<file path="src/hw/cluster_defs.svh">
// constants for the logic cluster and its control fabric
// Functional notes
// - ten cells share interconnect, controls and chains
// - 26 external inputs plus ten feedback lines
// - lut result passes directly to next cell
// - register output shifts into next cell register
// - ten cluster controls, at most ten active
// - each cluster clock has its own gate
// - both edges of one source use both clocks
// - gate low stops that cluster clock
// - default preset by inverting register data path
// - otherwise preset via async load of one
// - cluster add/subtract select, switchable by logic
// - controls from four column clocks plus local lines
// - four global lines carry clocks or controls
// - cell output reaches thirty cells via links
// - local lines fed by routing, cells, neighbours
`ifndef CLUSTER_DEFS_SVH
`define CLUSTER_DEFS_SVH
`define NUM_CELLS 10
`define NUM_EXT 26
`define NUM_FB 10
`define NUM_LOCAL 36
`define NUM_COL 4
`define NUM_ROUTE 24
`define NUM_NBR 10
`define NUM_POOL 44
`define NUM_CTLSRC 40
`define NUM_CTRL 10
`define SEL_W 6
`define LUT_W 16
`define CTL_CLK1 0
`define CTL_CLK2 1
`define CTL_GATE1 2
`define CTL_GATE2 3
`define CTL_ACLR1 4
`define CTL_ACLR2 5
`define CTL_SCLR 6
`define CTL_ALOAD 7
`define CTL_SLOAD 8
`define CTL_ADDSUB 9
`endif

</file>
<file path="src/hw/cluster_pkg.sv">
// types shared by the logic cluster and its cells
package cluster_pkg;
  typedef struct packed {
    logic [15:0] lut_mask;
    logic [3:0][5:0] data_sel;
    logic arith;
    logic use_lut_chain;
    logic use_reg_chain;
    logic clk_sel;
    logic aclr_sel;
    logic preset_by_aload;
    logic powerup_high;
  } cell_cfg_t;

  typedef struct packed {
    logic [25:0][5:0] line_sel;
    logic [9:0][5:0] ctl_sel;
    logic clk2_falling;
    logic both_edges;
  } cluster_cfg_t;

  typedef struct packed {
    logic tick1;
    logic tick2;
    logic aclr1;
    logic aclr2;
    logic sclr;
    logic aload;
    logic sload;
    logic addnsub;
  } cell_ctrl_t;

  typedef enum logic {
    ST_POWERUP = 1'b0,
    ST_RUN = 1'b1
  } init_state_t;
endpackage

</file>
<file path="src/hw/logic_cell.sv">
// one logic cell: four-input lut, arithmetic slice and register
`timescale 1ns/1ps
`include "cluster_defs.svh"
module logic_cell (
  input wire logic clk,
  input wire logic rst,
  input cluster_pkg::cell_cfg_t cfg,
  input cluster_pkg::cell_ctrl_t ctl,
  input wire logic init,
  input wire logic [3:0] data,
  input wire logic lut_chain_in,
  input wire logic reg_chain_in,
  input wire logic carry_in,
  output logic lut_out,
  output logic carry_out,
  output logic q
);
  logic [3:0] lut_in;
  logic lut_val;
  logic b_eff;
  logic sum;
  logic d_sel;
  logic tick;
  logic aclr;
  logic inv;
  logic stored_r;

  // chain input replaces data0 so no local line is spent on it
  assign lut_in = cfg.use_lut_chain ? {data[3:1], lut_chain_in} : data;
  assign lut_val = cfg.lut_mask[lut_in];
  assign b_eff = data[1] ^ ctl.addnsub;
  assign sum = data[0] ^ b_eff ^ carry_in;
  assign carry_out = (data[0] & b_eff) | (carry_in & (data[0] ^ b_eff));
  assign lut_out = cfg.arith ? sum : lut_val;
  assign d_sel = cfg.use_reg_chain ? reg_chain_in : lut_out;
  assign tick = cfg.clk_sel ? ctl.tick2 : ctl.tick1;
  assign aclr = cfg.aclr_sel ? ctl.aclr2 : ctl.aclr1;
  // inverted data path turns a clear into a preset
  assign inv = ~cfg.preset_by_aload;
  assign q = stored_r ^ inv;

  always_ff @(posedge clk or posedge rst) begin
    if (rst) begin
      stored_r <= 1'b0;
    end else if (init) begin
      stored_r <= cfg.powerup_high ^ inv;
    end else if (aclr) begin
      stored_r <= 1'b0;
    end else if (ctl.aload) begin
      stored_r <= (cfg.preset_by_aload | data[3]) ^ inv;
    end else if (tick) begin
      if (ctl.sclr) begin
        stored_r <= inv;
      end else if (ctl.sload) begin
        stored_r <= data[2] ^ inv;
      end else begin
        stored_r <= d_sel ^ inv;
      end
    end
  end
endmodule

</file>
<file path="src/hw/logic_cluster.sv">
// logic cluster: local routing, control generation and ten cells
`timescale 1ns/1ps
`include "cluster_defs.svh"
module logic_cluster (
  input wire logic clk,
  input wire logic rst,
  input wire logic [3:0] col_clk,
  input wire logic [23:0] route_in,
  input wire logic [9:0] left_in,
  input wire logic [9:0] right_in,
  input cluster_pkg::cluster_cfg_t cfg,
  input cluster_pkg::cell_cfg_t [9:0] cell_cfg,
  output logic [9:0] cell_out,
  output logic carry_out
);
  logic [`NUM_COL-1:0] col_meta_r;
  logic [`NUM_COL-1:0] col_s_r;
  logic [`NUM_ROUTE-1:0] route_meta_r;
  logic [`NUM_ROUTE-1:0] route_s_r;
  logic [`NUM_POOL-1:0] pool;
  logic [`NUM_EXT-1:0] ext_lines;
  logic [`NUM_LOCAL-1:0] local_bus;
  logic [`NUM_CTLSRC-1:0] ctl_pool;
  logic [`NUM_CTRL-1:0] ctl_raw;
  logic [`NUM_CELLS-1:0] q;
  logic [`NUM_CELLS-1:0] lut_out;
  logic [`NUM_CELLS-1:0] cout;
  logic [`NUM_CELLS-1:0] cin;
  logic [`NUM_CELLS-1:0] lut_chain;
  logic [`NUM_CELLS-1:0] reg_chain;
  logic src1;
  logic src2;
  logic src1_prev_r;
  logic src2_prev_r;
  logic gate1_hold_r;
  logic gate2_hold_r;
  logic edge1;
  logic edge2;
  logic idle2;
  logic idle1;
  logic falling2;
  logic init_now;
  cluster_pkg::cell_ctrl_t ctl;
  cluster_pkg::init_state_t st_r;
  cluster_pkg::init_state_t st_nxt;

  // a selector reaching past the pool reads zero, so unused slots stay quiet
  function automatic logic pick(input logic [63:0] bus, input logic [5:0] sel);
    pick = bus[sel];
  endfunction

  // edge of a synchronised line; falling picks the high-to-low edge
  function automatic logic edge_seen(input logic cur, input logic prev, input logic falling);
    edge_seen = falling ? (~cur & prev) : (cur & ~prev);
  endfunction

  // a clock idles low when counted on its rise and high when counted on its fall
  function automatic logic clock_idle(input logic cur, input logic falling);
    clock_idle = falling ? cur : ~cur;
  endfunction

  // pins and global lines are asynchronous to clk
  always_ff @(posedge clk or posedge rst) begin
    if (rst) begin
      col_meta_r <= 4'h0;
      col_s_r <= 4'h0;
    end else begin
      col_meta_r <= col_clk;
      col_s_r <= col_meta_r;
    end
  end

  always_ff @(posedge clk or posedge rst) begin
    if (rst) begin
      route_meta_r <= 24'h000000;
      route_s_r <= 24'h000000;
    end else begin
      route_meta_r <= route_in;
      route_s_r <= route_meta_r;
    end
  end

  // row/column routing plus both neighbour clusters feed the line selectors
  assign pool = {right_in, left_in, route_s_r};

  always_comb begin
    for (int k = 0; k < `NUM_EXT; k++) begin
      ext_lines[k] = pick({20'h00000, pool}, cfg.line_sel[k]);
    end
  end

  // 26 selected lines plus one feedback line per cell
  assign local_bus = {q, ext_lines};
  // global column lines may carry clocks, clears or any control
  assign ctl_pool = {local_bus, col_s_r};

  // exactly ten control slots, so never more than ten in use
  always_comb begin
    for (int k = 0; k < `NUM_CTRL; k++) begin
      ctl_raw[k] = pick({24'h000000, ctl_pool}, cfg.ctl_sel[k]);
    end
  end

  // both-edge use takes clock two onto the clock one source
  assign src1 = ctl_raw[`CTL_CLK1];
  assign src2 = cfg.both_edges ? ctl_raw[`CTL_CLK1] : ctl_raw[`CTL_CLK2];
  // clock two counts falls when asked, or as the other half of clock one
  assign falling2 = cfg.clk2_falling | cfg.both_edges;
  assign edge1 = edge_seen(src1, src1_prev_r, 1'b0);
  assign edge2 = edge_seen(src2, src2_prev_r, falling2);
  assign idle1 = clock_idle(src1, 1'b0);
  assign idle2 = clock_idle(src2, falling2);

  always_ff @(posedge clk or posedge rst) begin
    if (rst) begin
      src1_prev_r <= 1'b0;
      src2_prev_r <= 1'b0;
    end else begin
      src1_prev_r <= src1;
      src2_prev_r <= src2;
    end
  end

  // gate is only taken while its clock idles, so a pulse is never cut short
  always_ff @(posedge clk or posedge rst) begin
    if (rst) begin
      gate1_hold_r <= 1'b0;
    end else if (idle1) begin
      gate1_hold_r <= ctl_raw[`CTL_GATE1];
    end
  end

  always_ff @(posedge clk or posedge rst) begin
    if (rst) begin
      gate2_hold_r <= 1'b0;
    end else if (idle2) begin
      gate2_hold_r <= ctl_raw[`CTL_GATE2];
    end
  end

  // aclr and aload are levels, so neither clock gate holds them back; sclr and sload act only on a gated tick
  always_comb begin
    ctl.tick1 = edge1 & gate1_hold_r;
    ctl.tick2 = edge2 & gate2_hold_r;
    ctl.aclr1 = ctl_raw[`CTL_ACLR1];
    ctl.aclr2 = ctl_raw[`CTL_ACLR2];
    ctl.sclr = ctl_raw[`CTL_SCLR];
    ctl.aload = ctl_raw[`CTL_ALOAD];
    ctl.sload = ctl_raw[`CTL_SLOAD];
    ctl.addnsub = ctl_raw[`CTL_ADDSUB];
  end

  // one cycle after reset every cell takes its power-up value
  always_comb begin
    case (st_r)
      cluster_pkg::ST_POWERUP: st_nxt = cluster_pkg::ST_RUN;
      cluster_pkg::ST_RUN: st_nxt = cluster_pkg::ST_RUN;
      default: st_nxt = cluster_pkg::ST_POWERUP;
    endcase
  end

  always_ff @(posedge clk or posedge rst) begin
    if (rst) begin
      st_r <= cluster_pkg::ST_POWERUP;
    end else begin
      st_r <= st_nxt;
    end
  end

  // power-up load lasts exactly the first edge after reset
  assign init_now = st_r == cluster_pkg::ST_POWERUP;

  // chains run cell to cell without touching local lines
  always_comb begin
    for (int i = 0; i < `NUM_CELLS; i++) begin
      if (i == 0) begin
        lut_chain[i] = 1'b0;
        reg_chain[i] = 1'b0;
        // cell 0 starts the carry chain, so subtract mode feeds it a one
        cin[i] = ctl.addnsub;
      end else begin
        lut_chain[i] = lut_out[i-1];
        reg_chain[i] = q[i-1];
        cin[i] = cout[i-1];
      end
    end
  end

  // ten cells share the same controls and local lines
  for (genvar i = 0; i < `NUM_CELLS; i++) begin : g_cell
    logic [3:0] dsel;
    always_comb begin
      for (int j = 0; j < 4; j++) begin
        dsel[j] = pick({28'h0000000, local_bus}, cell_cfg[i].data_sel[j]);
      end
    end
    logic_cell u_cell (
      .clk(clk),
      .rst(rst),
      .cfg(cell_cfg[i]),
      .ctl(ctl),
      .init(init_now),
      .data(dsel),
      .lut_chain_in(lut_chain[i]),
      .reg_chain_in(reg_chain[i]),
      .carry_in(cin[i]),
      .lut_out(lut_out[i]),
      .carry_out(cout[i]),
      .q(q[i])
    );
  end

  // outputs drive routing and both neighbours; the flop stage isolates fan-out
  always_ff @(posedge clk or posedge rst) begin
    if (rst) begin
      cell_out <= 10'h000;
      carry_out <= 1'b0;
    end else begin
      cell_out <= q;
      carry_out <= cout[`NUM_CELLS-1];
    end
  end
endmodule

</file>
<file path="config.mk">
export PLATFORM = sky130hd
export DESIGN_NAME = logic_cluster
export DESIGN_NICKNAME = d
export VERILOG_FILES = /design/src/hw/cluster_pkg.sv /design/src/hw/logic_cell.sv /design/src/hw/logic_cluster.sv
export VERILOG_INCLUDE_DIRS = /design/src /design/src/hw
export SDC_FILE = /design/constraint.sdc
export NUM_CORES = 2
export LEC_CHECK = 0
export BUFFER_PORTS_ARGS = -buffer_cell sky130_fd_sc_hd__buf_2
export CORE_AREA = 2 2 295 297
export CTS_CLUSTER_DIAMETER = 100
export DETAILED_ROUTE_END_ITERATION = 10
export DIE_AREA = 0 0 297 299
export PLACE_DENSITY = 0.69
export SLEW_MARGIN = 20
export SYNTH_ARGS = -nofsm -noshare
export SYNTH_HDL_FRONTEND = slang
export SYNTH_SLANG_ARGS = --single-unit
</file>
<file path="constraint.sdc">
create_clock -name clk -period 13.15 [get_ports clk]
set_input_delay 1.9725 -clock clk [delete_from_list [all_inputs] [get_ports clk]]
set_output_delay 1.9725 -clock clk [all_outputs]
set_load 0.03 [all_outputs]
</file>
==> run_results.csv <==
group,metric,value,unit
global_route,grt_pass1_vias,34400,
global_route,use_met1,47.7,%
layout,multi_input_area,29500,um2
route,drt-total-wl,171000,um
critical_path,crit_type,"in2reg",
placement,placed_area,38900,um2
placement,post-dp-hpwl,129000,um
logic_synthesis,synthFlopType,"dfrtp_1",
logic_synthesis,synth_area_per_cell,10.2,um2
sta,finalWorstSetupSlack,0.460,ns
global_route,grt_busiest_layer,"met2",
route,ant_nets,0,
sta,clock-skew-final,0.0214,ns
critical_path,worstPathArrival,12.92,ns
route,avgViaCountPerCell,7.24,
critical_path,crit_fanout,11,
clocking,cts_tree,"built",
logic_synthesis,ys_seq_area_share,5.94,%
route,post_drt_wl_per_cell,33.7,um
layout,seqCellArea,2050,um2
layout,drive_gt1_share,46.2,%
logic_synthesis,ys_ff_latch,82,
sta,finalCritPeriodShare,96.5,%
floorplanning,pin_count,749,
critical_path,crit_buf_inv,7,
layout,fill_cells,8145,
sta,max-slew-margin-rel,11.1,%
critical_path,cp_slowest_stage_delay,0.56,ns
floorplanning,row_count,108,
power_and_ir_drop,ir_drop,0.111,mV
logic_synthesis,syn-num-nets,4123,
global_route,overflow,0,
floorplanning,initial_core_util,40.2,%
power_and_ir_drop,leakage,16.1,nW
logic_synthesis,netlist_instances,3376,
layout,fin_nets,4586,
critical_path,worstSetupStartpointType,"input port",
min_path,worstHoldPathType,"reg2reg",
clocking,insertion_delay,0.37,ns
sta,fmax,78.8,MHz
clocking,path_clk_slew,0.07,ns
route,drtIter0Drc,6315,
sta,whs,0.340,ns
critical_path,crit_path_end_kind,"flop",
route,drc,0,
global_route,antenna_found_initial,100,
logic_synthesis,synthDistinctLibCells,115,
global_route,grt_pass1_wl,244000,um
global_route,gr-usage-met2,55.6,%
route,firstDrtPassIters,6,
sta,setup_viol,0,
sta,hold_violations,0,
critical_path,worst_path_max_delay_cell,"or4_4",
floorplanning,core_area,85900,um2
logic_synthesis,synth-edff-count,0,
sta,tightest_slew,1.32,ns
layout,synthToLayoutAreaGrowth,14.8,%
sta,period_needed,12.69,ns
route,vias,36700,
clocking,h-tree-depth,3,
logic_synthesis,yosys_warnings,0,
clocking,cts_buffers,9,
clocking,root_buffer,"clkbuf_16",
power_and_ir_drop,powerDensity,87.4,nW/um2
critical_path,crit_required,13.38,ns
sta,timing_max_transition_violations_final,0,
placement,numPortBuffers,748,
floorplanning,die_h,299,um
critical_path,crit_family,"compound AO/OA/AOI/OAI gates",
clocking,cts.sinks,82,
floorplanning,fp.dieArea,88800,um2
layout,final_util,46.1,%
global_route,grt_util_met3,13.2,%
placement,dp_slack,-0.179,ns
global_route,grt_max_degree,69,
placement,place_congestion,1.01,
flow_run,maxCapViolations,0,
critical_path,crit_top_cell,"buf_4",
run_status,status,"finished, final reports clean",
global_route,grtUsageTotal,36.9,%
logic_synthesis,async_flop_share,100,%
layout,final_area,39600,um2
clocking,cts.path.max_buffers,2,
floorplanning,die_x,297,um
logic_synthesis,synth.cell_area,34500,um2
per-layer routing:
layer  vias to the layer above  share of wire (%)
met1                     17700                 35
met3                       687                 16
met2                      3650                 44
met4                        30                5.4
met5                         -               0.11
li1                      14600                  -
sequential cells by signal (all words and copies together), names as in the netlist, 4 cells and up:
register,flops
route_meta_r,24
cell_out,10
col_meta_r,4
col_s_r,4
g_cell.u_cell.stored_r,10
route_s_r,24
worst register-to-register path, delay by kind of cell (launching register included):
kind | cells | cell delay, ns
AND/OR/NAND/NOR | 11 | 3.27
adder cells (fa/ha/maj) | 1 | 0.55
AO/OA/AOI/OAI | 20 | 4.07
flip-flops | 1 | 1.16
buffers and inverters | 4 | 0.97
multiplexers | 6 | 1.98
synthesized netlist by cell type (all sizes together), types with 32 or more instances:
cell type  instances  area (um2)
nor2             197         742
nand2            203         762
nor2b             42         263
a32oi             44         400
a211oi            38         290
mux2i            526        5270
a21oi             84         420
o21ai            172         865
o211ai            55         413
buf              291        1940
nand3             93         475
dfrtp             82        2050
inv              105         394
mux2              32         360
mux4             659       14900
clkbuf           238         895
nor3              54         270
cell usage in the layout, fill, tap and decap left out, types with 18 or more instances in the layout:
master      n
a32oi_1    39
a211oi_1   37
o221ai_1   19
nand3_1    83
o21ai_1    18
a22oi_1    22
mux2i_1   524
nor3_1     54
nor3b_1    18
nand2b_1   20
clkbuf_4   20
inv_1      94
o211ai_1   55
buf_2     726
dfrtp_1    82
nor4_1     19
nor2b_1    42
nand4_1    24
nand3b_1   18
diode_2    66
nand2_1   203
buf_4     219
nor2_1    195
mux2_2     30
o21ai_0   152
mux4_2    651
a21oi_1    84
metrics by stage:
| step | power (mW) | std cells | TNS [ns] |
|---|---|---|---|
| finish | 3.47 | 5065 | 0 |
| global placement | 3.00 | 4974 | -0.0649 |
| floorplan | 2.09 | 3376 | 0 |
| CTS | 3.34 | 4990 | 0 |
| global route | 3.59 | 5042 | -0.0375 |
| detailed placement | 3.04 | 4974 | -0.179 |
layout make-up:
| cell class | instances | share of cell area [%] |
|---|---|---|
| inverters | 108 | 1.03 |
| multi-input cells | 2657 | 74.5 |
| repair buffers | 981 | 14.4 |
| clock buffers | 9 | 0.568 |
| flip-flops and latches | 82 | 5.18 |
| diodes | 66 | 0.417 |
| clock inverters | 7 | 0.265 |
| well taps | 1155 | 3.65 |
report_power, final:
part	total (mW)	switching (mW)	internal (mW)
clock network	0.293	0.122	0.170
registers	0.338	0.0530	0.285
logic	2.84	1.58	1.26
total	3.47	1.75	1.71
cells by family after synthesis:
| kind of cell | count (synthesis) | synth area share [%] |
|---|---|---|
| compound gates | 640 | 13.3 |
| xor+xnor | 31 | 0.786 |
| fa+ha+maj | 9 | 0.522 |
| buf+inv | 637 | 9.39 |
| flops | 82 | 5.94 |
| mux | 1217 | 59.4 |
| other cells | 1 | 0.0109 |
| simple gates | 759 | 10.7 |
repair_timing:
item / 4_1_cts / 5_1_grt
hold buffers: 0 / 0
endpoints found under the hold margin: 0 / 0
endpoints found under the setup margin: 0 / 2
resized for setup: 0 / 46
setup buffers: 0 / 9
worst paths after layout:
kind                                  start                   endpoint  slack, ns  depth (start not counted)
min reg2reg                route_meta_r[12]              route_s_r[12]       0.34                          0
max reg2reg                   route_s_r[13]  g_cell[9].u_cell.stored_r       1.04                         42
max                                cfg[129]  g_cell[9].u_cell.stored_r       0.46                         44
min in group asynchronous               rst                  carry_out       1.54                          2
min                        route_meta_r[12]              route_s_r[12]       0.34                          0
max in group asynchronous               rst              route_s_r[13]      10.50                          3
Power figures use the tool's default switching activity.
